--- config.mk ---
export PLATFORM = sky130hd
export DESIGN_NAME = mfo_frame_option
export DESIGN_NICKNAME = d
export VERILOG_FILES = /design/src/inc/mfo_pkg.sv /design/src/hw/mfo_frame_option.sv
export SDC_FILE = /design/constraint.sdc
export NUM_CORES = 1
export LEC_CHECK = 0
export BUFFER_PORTS_ARGS = -buffer_cell sky130_fd_sc_hd__buf_2
export CAP_MARGIN = 20
export CORE_MARGIN = 4
export CORE_UTILIZATION = 40
export DETAILED_ROUTE_END_ITERATION = 10
export RECOVER_POWER = 50
export SLEW_MARGIN = 20
export SYNTH_ARGS = -nofsm -noshare
export SYNTH_HDL_FRONTEND = slang
export SYNTH_SLANG_ARGS = --single-unit
--- constraint.sdc ---
create_clock -name pclk -period 4.1 [get_ports pclk]
set_input_delay 0 -clock pclk [delete_from_list [all_inputs] [get_ports pclk]]
set_output_delay 0 -clock pclk [all_outputs]
set_load 0.02 [all_outputs]
--- src/inc/mfo_pkg.sv ---
package mfo_pkg;

  // ==========================================================
  // Register byte offsets.
  localparam logic [7:0] OFS_CTRL = 8'h00;
  localparam logic [7:0] OFS_MAXLEN = 8'h04;
  localparam logic [7:0] OFS_TX_STAT = 8'h08;
  localparam logic [7:0] OFS_RX_STAT = 8'h0C;
  localparam logic [7:0] OFS_INT_STAT = 8'h10;
  localparam logic [7:0] OFS_INT_EN = 8'h14;
  localparam logic [7:0] OFS_INT_CLR = 8'h18;

  // ==========================================================
  // Control register fields and reset values.
  localparam int CB_DUPLEX = 0;
  localparam int CB_LENCHK = 1;
  localparam int CB_HUGE = 2;
  localparam int CB_HDR = 3;
  localparam int CB_CRCEN = 4;
  localparam int CB_PAD_LO = 5;
  localparam logic [7:0] CTRL_RST = 8'h00;
  localparam logic [15:0] MAXLEN_RST = 16'h05EE;
  localparam logic [2:0] PAD_TO_60 = 3'h1;
  localparam logic [2:0] PAD_NONE = 3'h2;
  localparam logic [2:0] PAD_TO_64 = 3'h3;

  // ==========================================================
  // Interrupt bit positions.
  localparam int IB_TX_DONE = 0;
  localparam int IB_TX_ERR = 1;
  localparam int IB_RX_DONE = 2;
  localparam int IB_RX_ERR = 3;

  // ==========================================================
  // Frame constants and counts.
  localparam logic [15:0] PAD_LEN_60 = 16'h003C;
  localparam logic [15:0] PAD_LEN_64 = 16'h0040;
  localparam logic [15:0] HDR_BYTES = 16'h0004;
  localparam logic [15:0] FCS_BYTES = 16'h0004;
  localparam logic [15:0] MAC_HDR_BYTES = 16'h000E;
  localparam logic [15:0] LEN_FIELD_OFS = 16'h000C;
  localparam logic [15:0] LEN_MAX = 16'h05DC;
  localparam logic [15:0] LEN_NONE = 16'hFFFF;
  localparam logic [31:0] CRC_POLY = 32'hEDB88320;
  localparam logic [31:0] CRC_INIT = 32'hFFFFFFFF;
  localparam logic [31:0] CRC_RESIDUE = 32'hDEBB20E3;

  typedef enum logic [2:0] {
    T_DATA = 3'b001,
    T_PAD = 3'b010,
    T_FCS = 3'b100
  } mfo_tx_state_type;

  typedef struct packed {
    logic [7:0] ctrl;
    logic [15:0] maxlen;
    mfo_tx_state_type tstate;
    logic [15:0] tcnt;
    logic [15:0] tpad;
    logic [31:0] tcrc;
    logic [15:0] tlen;
    logic tdrop;
    logic tappend;
    logic tlenbad;
    logic [1:0] fidx;
    logic [31:0] tstat;
    logic tx_ready;
    logic tx_out_valid;
    logic [7:0] tx_out_data;
    logic tx_out_last;
    logic tx_out_abort;
    logic [15:0] rcnt;
    logic [31:0] rcrc;
    logic [15:0] rlen;
    logic rdrop;
    logic [31:0] rstat;
    logic rx_out_valid;
    logic [7:0] rx_out_data;
    logic rx_out_last;
    logic rx_out_abort;
    logic [3:0] ist;
    logic [3:0] ien;
    logic irq;
    logic pready;
    logic [31:0] prdata;
    logic pslverr;
  } mfo_state_type;

endpackage

--- src/hw/mfo_frame_option.sv ---
// The register addresses and the APB register port are this design's own decisions.
`timescale 1ns/100ps
module mfo_frame_option
  import mfo_pkg::*;
(
  // APB slave.
  input wire logic pclk,
  input wire logic presetn,
  input wire logic psel,
  input wire logic penable,
  input wire logic pwrite,
  input wire logic [7:0] paddr,
  input wire logic [31:0] pwdata,
  output logic pready,
  output logic [31:0] prdata,
  output logic pslverr,
  // Transmit bytes from the packet buffer.
  input wire logic tx_in_valid,
  input wire logic [7:0] tx_in_data,
  input wire logic tx_in_last,
  output logic tx_in_ready,
  // Transmit bytes toward the PHY.
  output logic tx_out_valid,
  output logic [7:0] tx_out_data,
  output logic tx_out_last,
  output logic tx_out_abort,
  // Receive bytes from the PHY.
  input wire logic rx_in_valid,
  input wire logic [7:0] rx_in_data,
  input wire logic rx_in_last,
  // Receive bytes toward the packet buffer.
  output logic rx_out_valid,
  output logic [7:0] rx_out_data,
  output logic rx_out_last,
  output logic rx_out_abort,
  // Mode and interrupt.
  output logic mac_full_duplex_select,
  output logic irq
);

  // ==========================================================
  // Helpers.
  function automatic logic [31:0] crc_byte(logic [31:0] c, logic [7:0] d);
    logic [31:0] r;
    r = c ^ {24'h000000, d};
    for (int i = 0; i < 8; i++) begin
      r = r[0] ? ((r >> 1) ^ CRC_POLY) : (r >> 1);
    end
    return r;
  endfunction

  // True when the field holds a length that disagrees with the size.
  function automatic logic len_bad(logic en, logic [15:0] fld,
                                   logic [15:0] cnt, logic [15:0] ovh);
    return en && (fld <= LEN_MAX) && (fld != 16'(cnt - ovh));
  endfunction

  function automatic logic reg_hit(logic [7:0] a);
    return a == OFS_CTRL || a == OFS_MAXLEN || a == OFS_TX_STAT ||
           a == OFS_RX_STAT || a == OFS_INT_STAT || a == OFS_INT_EN ||
           a == OFS_INT_CLR;
  endfunction

  mfo_state_type s_r;
  mfo_state_type s_nxt;

  // ==========================================================
  // Next state.
  always_comb begin
    logic hdr_en;
    logic allow;
    logic lchk;
    logic [2:0] pad;
    logic [15:0] lofs;
    logic [15:0] t1;
    logic [15:0] r1;
    logic [15:0] ovh;
    logic [3:0] ev;
    logic [3:0] clr;
    logic wr;
    logic tfin;
    logic tbad;
    logic rbad;
    hdr_en = s_r.ctrl[CB_HDR];
    allow = s_r.ctrl[CB_HUGE];
    lchk = s_r.ctrl[CB_LENCHK];
    pad = s_r.ctrl[7:CB_PAD_LO];
    lofs = hdr_en ? 16'(LEN_FIELD_OFS + HDR_BYTES) : LEN_FIELD_OFS;
    t1 = 16'(s_r.tcnt + 16'h0001);
    r1 = 16'(s_r.rcnt + 16'h0001);
    ovh = 16'(MAC_HDR_BYTES + (hdr_en ? HDR_BYTES : 16'h0000));
    ev = 4'h0;
    clr = 4'h0;
    tfin = 1'b0;
    tbad = 1'b0;
    rbad = 1'b0;
    wr = psel && penable && s_r.pready && pwrite;
    s_nxt = s_r;
    s_nxt.tx_out_valid = 1'b0;
    s_nxt.tx_out_last = 1'b0;
    s_nxt.tx_out_abort = 1'b0;
    s_nxt.rx_out_valid = 1'b0;
    s_nxt.rx_out_last = 1'b0;
    s_nxt.rx_out_abort = 1'b0;

    // Transmit path.
    unique case (s_r.tstate)
      T_DATA: begin
        if (tx_in_valid && s_r.tx_ready) begin
          s_nxt.tcnt = t1;
          if (!(hdr_en && s_r.tcnt < HDR_BYTES)) begin
            s_nxt.tcrc = crc_byte(s_r.tcrc, tx_in_data);
          end
          if (s_r.tcnt == lofs) begin
            s_nxt.tlen[15:8] = tx_in_data;
          end
          if (s_r.tcnt == 16'(lofs + 16'h0001)) begin
            s_nxt.tlen[7:0] = tx_in_data;
          end
          if (!allow && t1 > s_r.maxlen && !s_r.tdrop) begin
            s_nxt.tdrop = 1'b1;
            s_nxt.tx_out_abort = 1'b1;
          end
          if (!s_nxt.tdrop) begin
            s_nxt.tx_out_valid = 1'b1;
            s_nxt.tx_out_data = tx_in_data;
          end
          if (tx_in_last) begin
            s_nxt.tappend = s_r.ctrl[CB_CRCEN] || pad == PAD_TO_60 ||
                            pad == PAD_TO_64;
            s_nxt.tpad = (pad == PAD_TO_64) ? PAD_LEN_64 :
                         (pad == PAD_TO_60) ? PAD_LEN_60 : 16'h0000;
            s_nxt.tlenbad = len_bad(lchk, s_nxt.tlen, t1,
                16'(ovh + (s_nxt.tappend ? 16'h0000 : FCS_BYTES)));
            if (s_nxt.tdrop) begin
              tfin = 1'b1;
            end else if (t1 < s_nxt.tpad) begin
              s_nxt.tstate = T_PAD;
            end else if (s_nxt.tappend) begin
              s_nxt.tstate = T_FCS;
            end else begin
              s_nxt.tx_out_last = 1'b1;
              tfin = 1'b1;
            end
          end
        end
      end
      T_PAD: begin
        s_nxt.tcnt = t1;
        s_nxt.tcrc = crc_byte(s_r.tcrc, 8'h00);
        s_nxt.tx_out_valid = 1'b1;
        s_nxt.tx_out_data = 8'h00;
        if (t1 == s_r.tpad) begin
          s_nxt.tstate = T_FCS;
        end
      end
      T_FCS: begin
        s_nxt.tx_out_valid = 1'b1;
        s_nxt.tx_out_data = ~s_r.tcrc[{s_r.fidx, 3'b000} +: 8];
        s_nxt.fidx = 2'(s_r.fidx + 2'b01);
        if (s_r.fidx == 2'b11) begin
          s_nxt.tx_out_last = 1'b1;
          tfin = 1'b1;
        end
      end
      default: begin
        s_nxt.tstate = T_DATA;
      end
    endcase

    if (tfin) begin
      // Without append the CRC ran over the caller's FCS too.
      tbad = !s_nxt.tappend && s_nxt.tcrc != CRC_RESIDUE;
      s_nxt.tstat = {s_nxt.tcnt, 13'h0000, s_nxt.tdrop, s_nxt.tlenbad,
                     tbad};
      ev[IB_TX_DONE] = 1'b1;
      ev[IB_TX_ERR] = tbad || s_nxt.tdrop || s_nxt.tlenbad;
      s_nxt.tstate = T_DATA;
      s_nxt.tcnt = 16'h0000;
      s_nxt.tcrc = CRC_INIT;
      s_nxt.tlen = LEN_NONE;
      s_nxt.tdrop = 1'b0;
      s_nxt.fidx = 2'b00;
    end
    s_nxt.tx_ready = (s_nxt.tstate == T_DATA);

    // Receive path.
    if (rx_in_valid) begin
      s_nxt.rcnt = r1;
      if (!(hdr_en && s_r.rcnt < HDR_BYTES)) begin
        s_nxt.rcrc = crc_byte(s_r.rcrc, rx_in_data);
      end
      if (s_r.rcnt == lofs) begin
        s_nxt.rlen[15:8] = rx_in_data;
      end
      if (s_r.rcnt == 16'(lofs + 16'h0001)) begin
        s_nxt.rlen[7:0] = rx_in_data;
      end
      if (!allow && r1 > s_r.maxlen && !s_r.rdrop) begin
        s_nxt.rdrop = 1'b1;
        s_nxt.rx_out_abort = 1'b1;
      end
      if (!s_nxt.rdrop) begin
        s_nxt.rx_out_valid = 1'b1;
        s_nxt.rx_out_data = rx_in_data;
        s_nxt.rx_out_last = rx_in_last;
      end
      if (rx_in_last) begin
        rbad = s_nxt.rcrc != CRC_RESIDUE;
        s_nxt.rstat = {r1, 13'h0000, s_nxt.rdrop,
            len_bad(lchk, s_nxt.rlen, r1, 16'(ovh + FCS_BYTES)),
            rbad};
        ev[IB_RX_DONE] = 1'b1;
        ev[IB_RX_ERR] = rbad || s_nxt.rdrop || s_nxt.rstat[1];
        s_nxt.rcnt = 16'h0000;
        s_nxt.rcrc = CRC_INIT;
        s_nxt.rlen = LEN_NONE;
        s_nxt.rdrop = 1'b0;
      end
    end

    // Register writes take effect at the completing edge.
    if (wr) begin
      unique case (paddr)
        OFS_CTRL: s_nxt.ctrl = pwdata[7:0];
        OFS_MAXLEN: s_nxt.maxlen = pwdata[15:0];
        OFS_INT_EN: s_nxt.ien = pwdata[3:0];
        OFS_INT_CLR: clr = pwdata[3:0];
        default: ;
      endcase
    end
    // A new event wins over a clear in the same cycle.
    s_nxt.ist = (s_r.ist & ~clr) | ev;
    s_nxt.irq = |(s_nxt.ist & s_nxt.ien);

    // APB answers one cycle into the access phase.
    s_nxt.pready = psel && penable && !s_r.pready;
    s_nxt.pslverr = s_nxt.pready && !reg_hit(paddr);
    s_nxt.prdata = 32'h00000000;
    if (s_nxt.pready && !pwrite) begin
      unique case (paddr)
        OFS_CTRL: s_nxt.prdata = {24'h000000, s_r.ctrl};
        OFS_MAXLEN: s_nxt.prdata = {16'h0000, s_r.maxlen};
        OFS_TX_STAT: s_nxt.prdata = s_r.tstat;
        OFS_RX_STAT: s_nxt.prdata = s_r.rstat;
        OFS_INT_STAT: s_nxt.prdata = {28'h0000000, s_r.ist};
        OFS_INT_EN: s_nxt.prdata = {28'h0000000, s_r.ien};
        default: s_nxt.prdata = 32'h00000000;
      endcase
    end
  end

  // ==========================================================
  // State register.
  always_ff @(posedge pclk or negedge presetn) begin
    if (!presetn) begin
      s_r <= '0;
      s_r.ctrl <= CTRL_RST;
      s_r.maxlen <= MAXLEN_RST;
      s_r.tstate <= T_DATA;
      s_r.tcrc <= CRC_INIT;
      s_r.rcrc <= CRC_INIT;
      s_r.tlen <= LEN_NONE;
      s_r.rlen <= LEN_NONE;
      s_r.tx_ready <= 1'b1;
    end else begin
      s_r <= s_nxt;
    end
  end

  assign pready = s_r.pready;
  assign prdata = s_r.prdata;
  assign pslverr = s_r.pslverr;
  assign tx_in_ready = s_r.tx_ready;
  assign tx_out_valid = s_r.tx_out_valid;
  assign tx_out_data = s_r.tx_out_data;
  assign tx_out_last = s_r.tx_out_last;
  assign tx_out_abort = s_r.tx_out_abort;
  assign rx_out_valid = s_r.rx_out_valid;
  assign rx_out_data = s_r.rx_out_data;
  assign rx_out_last = s_r.rx_out_last;
  assign rx_out_abort = s_r.rx_out_abort;
  assign mac_full_duplex_select = s_r.ctrl[CB_DUPLEX];
  assign irq = s_r.irq;

endmodule

Word level (Yosys, flattened, before mapping)
Cells that the tools add are included.
Widths: inputs -> output; s select.
{ "classes": {"n_addsub": 9, "mul": 0, "div_mod_pow": 0, "order_cmp": 7, "n_eq_ne": 24, "shifts": 1, "mux": 91, "bitwise_logic": 32, "reduce_logical": 50} }
{ "op_table": {"columns": ["cell", "n"], "rows": [
  ["$mux 32", 28],
  ["$not 13->14", 24],
  ["$pmux 32 s6", 1],
  ["$mux 97", 1],
  ["$mux 86", 1],
  ["$mux 8", 10],
  ["$ne 32x32->1 const B", 2],
  ["$pmux 32 s2", 1],
  ["$xor 32x8->32", 2],
  ["$mux 49", 1],
  ["$mux 19", 2],
  ["$mux 34", 1],
  ["$add 16x1->16 const B", 2],
  ["$eq 16x16->1", 2],
  ["$eq 16x5->1", 2],
  ["$gt 16x16->1", 2],
  ["$le 16x11->1 const B", 2],
  ["$lt 16x3->1 const B", 2],
  ["$ne 16x16->1", 2],
  ["$pmux 16 s2", 1],
  ["$shiftx 32x6->8", 1],
  ["$sub 16x6->16", 2],
  ["$pmux 9 s3", 1],
  ["$eq 8x5->1 const B", 3],
  ["other kinds (41)", 118]
]} }
{ "word_totals": {"register_bits": 281, "latch_bits": 0, "ram_bits": 0, "rom_bits": 0, "output_inout_bits": 59, "word_cells": 246, "memories": 0} }

Logic depth before layout (Yosys ltp)
{ "logic_depth": {"word_depth": 28, "ltp_mapped": 18, "ltp_nobuf": 16} }

Least setup slack after synthesis
OpenSTA, ideal clock, no wires.
{ "synth_path": {"path_kind": "reg2reg", "from": "reg s_r[135] (netlist bit)", "to": "reg s_r, in the netlist irq", "setup_time_ns": 0.126, "t_arrival_ns": 3.771, "required_time_ns": 3.974, "setup_slack_ns": 0.203, "path_stages_with_launch": 17, "path_buffers": 0, "path_cell_list": "dfrtp_1 ha_1 nand3_1 xor2_1 ha_1 inv_1 ha_1 a21oi_1 nand2_1 a2111oi_4 xnor2_1 xnor2_1 nand4_1 nor4_1 a41oi_1 a211o_1 a221o_1"} }
{ "synth_lines": {"columns": ["item", "line_no", "text"], "rows": [
  ["from (decl)", "mfo_frame_option.sv:64", "mfo_state_type s_r;"],
  ["from (signal assigned)", "mfo_frame_option.sv:267", "s_r <= s_nxt;"]
]} }

==> results.sh <==
export IMPL_status="finished with violations"
export IMPL_violations="max-capacitance violations, max-slew violations"
export IMPL_critical_path_max_stage_delay_ns=0.58
export IMPL_period_minus_slack_ns=3.994
export IMPL_syn_area_um2=18180
export IMPL_max_slew_margin_pct=-45.06
export IMPL_multi_input_area_um2=10400
export IMPL_start_kind="flop"
export IMPL_final_nets=2172
export IMPL_grt_overflow_total=0
export IMPL_rows=77
export IMPL_drv_slew=34
export IMPL_die_area_um2=48940
export IMPL_seq_area_um2=6818
export IMPL_die_w_um=221.2
export IMPL_synthCells=1890
export IMPL_area_growth_pct=16.35
export IMPL_drt_iter0_drc=1217
export IMPL_drive_gt1_share_pct=20.40
export IMPL_antenna_found_initial=0
export IMPL_cp_arrival_ns=4.48
export IMPL_grt_first_pass_wirelength_um=87750
export IMPL_p_leak_nw=9.311
export IMPL_whs_ns=0.05025
export IMPL_drt_wl_total_um=55660
export IMPL_setup_violations=0
export IMPL_grt_pass1_vias=14800
export IMPL_cts_inserted_buffers=31
export IMPL_synthArstFlopShare_pct=100.0
export IMPL_fillers=4246
export IMPL_synth_edf_count=0
export IMPL_cap_violations=1
export IMPL_die_y_um=221.2
export IMPL_worstPathMaxFanout=11
export IMPL_finalWorstSetupSlack_ns=0.1058
export IMPL_p_per_area_nw_per_um2=705.1
export IMPL_synth_nets=2013
export IMPL_drc=0
export IMPL_rsz0062_at_grt="true"
export IMPL_cts_buffer_depth=3
export IMPL_clk_latency_ns=0.61
export IMPL_cp_slowest_cell="dfstp_2"
export IMPL_cp_required_ns=4.59
export IMPL_fin_crit_sh_pct=97.42
export IMPL_dpl_worst_slack_ns=0.03629
export IMPL_worst_pin_slew_ns=2.176
export IMPL_initial_core_util_pct=40.77
export IMPL_critPathKind="flop to flop"
export IMPL_end_kind="flop"
export IMPL_cts_clk_slew_worst_paths_ns=0.06
export IMPL_clockRootBuffer="clkbuf_16"
export IMPL_worstPathCellList="nor3b_1, nor2b_1, buf_4, nand2_1, o221ai_1, nand4_1, nor4_1, buf_4, nand4_1, nand2_1, a31oi_1, a221o_1"
export IMPL_dpl_cell_count=2555
export IMPL_routedWlPerCell_um=20.88
export IMPL_skew_ns=0.01667
export IMPL_clock_sinks=267
export IMPL_post_dp_hpwl_um=40800
export IMPL_ys_seq_elements=267
export IMPL_place_congestion=0.9537
export IMPL_layout_cells_non_filler=2666
export IMPL_hold_class="input pin to flop"
export IMPL_grt_usage_pct=22.09
export IMPL_port_buffers=107
export IMPL_syn_avg_cell_area_um2=9.622
export IMPL_yosysSeqAreaShare_pct=37.47
export IMPL_viasPerCell=5.581
export IMPL_cts_tree="yes"
export IMPL_ios=124
export IMPL_finalHoldViolCount=0
export IMPL_drtPass1Iterations=6
export IMPL_yosysWarnings=0
export IMPL_num_vias=14880
export IMPL_diodes=0
export IMPL_fmax_ghz=0.2504
export IMPL_max_vdd_ir_drop_mv=0.4564
export IMPL_grt_max_degree=133
export IMPL_h_tree_depth=1
export IMPL_synth_flop_cell="dfrtp_1"
export IMPL_ys_types=86
export IMPL_ant_nets=0
export IMPL_core_area_um2=44610
sequential cells by signal, indices dropped and copies added (netlist names):
name,cells
pslverr,1
mac_full_duplex_select,1
tx_out_last,1
tx_in_ready,1
rx_out_valid,1
tx_out_data,8
rx_out_abort,1
tx_out_abort,1
pready,1
irq,1
s_r,208
rx_out_last,1
rx_out_data,8
tx_out_valid,1
prdata,32
through the flow:
stage	total power [mW]	area, um^2	TNS, ns	utilization, %
floorplan	9.949	18180	0	-
global placement	11.85	19620	0	43.98
detailed placement	11.94	19620	0	43.98
CTS	14.91	21170	0	47.45
global route	15.77	21160	-0.06565	47.43
finish	14.92	21160	0	47.43
cell usage after synthesis, types with 7 or more instances:
master	number	area share [%]
nor2_1	190	3.9
xnor2_1	166	8.0
dfrtp_1	161	22
nand2_1	151	3.1
dfstp_2	106	15
a21oi_1	86	2.4
clkbuf_1	78	1.6
inv_1	71	1.5
mux2i_1	67	3.7
xor2_1	63	3.0
o21ai_0	61	1.7
ha_1	57	3.9
buf_4	49	2.0
nor3_1	43	1.2
mux2_2	41	2.5
nand3_1	39	1.1
o22ai_1	35	1.2
nand4_1	29	1.0
nor4_1	26	0.89
buf_2	20	0.55
a221oi_1	19	0.92
xnor3_1	19	2.4
a21o_1	15	0.62
and2_1	15	0.52
o211ai_1	14	0.58
a31oi_1	13	0.45
o21a_1	13	0.54
a221o_1	12	0.66
o31ai_1	11	0.45
or2_1	11	0.38
and3_1	10	0.34
mux4_2	10	1.2
nand2b_1	10	0.34
o2bb2ai_1	10	0.48
or3_1	10	0.34
xnor2_2	9	0.81
xnor2_4	7	1.1
routing by layer:
layer	global-route usage [%]	wire length, um
met3	3.366	2978
met4	6.422	1807
met1	29.88	24220
met5	0	0
met2	36.97	26650
final timing paths:
| path | slack, ns | cells after the start | start | endpoint |
|---|---|---|---|---|
| max in group asynchronous | 0.76 | 4 | presetn | s_r[181] |
| min in group asynchronous | 1.15 | 3 | presetn | s_r[306] |
| hold / removal | 0.05 | 5 | tx_in_valid | s_r[209] |
| setup / recovery | 0.11 | 12 | s_r[280] | irq |
| hold reg to reg | 0.48 | 2 | s_r[77] | s_r[77] |
| setup reg to reg | 0.11 | 12 | s_r[280] | irq |
report_power, final:
part           total, mW  internal, mW  switching [mW]
registers           4.04          3.40           0.640
clock network       2.85          1.67            1.18
logic               8.03          3.95            4.08
total               14.9          9.01            5.91
placed cells by master (no fill, tap or decap), drive strengths merged, types with 15 or more instances in the layout:
master / n
xnor3: 19
nor4: 26
o22ai: 35
nor2: 190
xnor2: 182
o21ai: 66
a21o: 15
or2: 16
nand2: 151
dfrtp: 161
clkbuf: 113
buf: 164
a21oi: 88
nor3: 44
ha: 57
nand4: 29
inv: 73
xor2: 64
dlygate4sd3: 48
dfstp: 106
mux2i: 67
mux2: 41
nand3: 39
a221oi: 19
and2: 15
kinds of logic after synthesis:
| logic type | count (synthesis) | synth area share, % |
|---|---|---|
| and+or+nand+nor | 583 | 15.30 |
| AOI/OAI and AO/OA | 371 | 14.10 |
| buffers and inverters | 224 | 5.773 |
| adders and majority gates | 58 | 4.032 |
| muxes | 118 | 7.465 |
| DFF | 267 | 37.47 |
| xor gates and xnor gates | 269 | 15.86 |
area by class of cell:
cell class / count / area share, %
Clock buffer: 48 / 4.347
Clock inverter: 10 / 0.5736
Tap cell: 592 / 3.501
Sequential cell: 267 / 32.22
Timing Repair Buffer: 277 / 8.888
Multi-Input combinational cell: 1399 / 49.17
Inverter: 73 / 1.295
what timing repair did:
item | 4_1_cts | 5_1_grt
buffers inserted | 0 | 4
gates resized for setup | 0 | 17
hold buffers | 49 | 0
endpoints found under the setup margin | 0 | 97
endpoints found under the hold margin | 204 | 0
worst max-delay path: cells and delay by family, from the launching register on:
kind	cells	cell delay, ns
flip-flops	1	0.58
AND/OR/NAND/NOR	7	1.95
AO/OA/AOI/OAI	3	0.87
buffers and inverters	2	0.46
No activity file was read; power rests on OpenSTA's default activity.
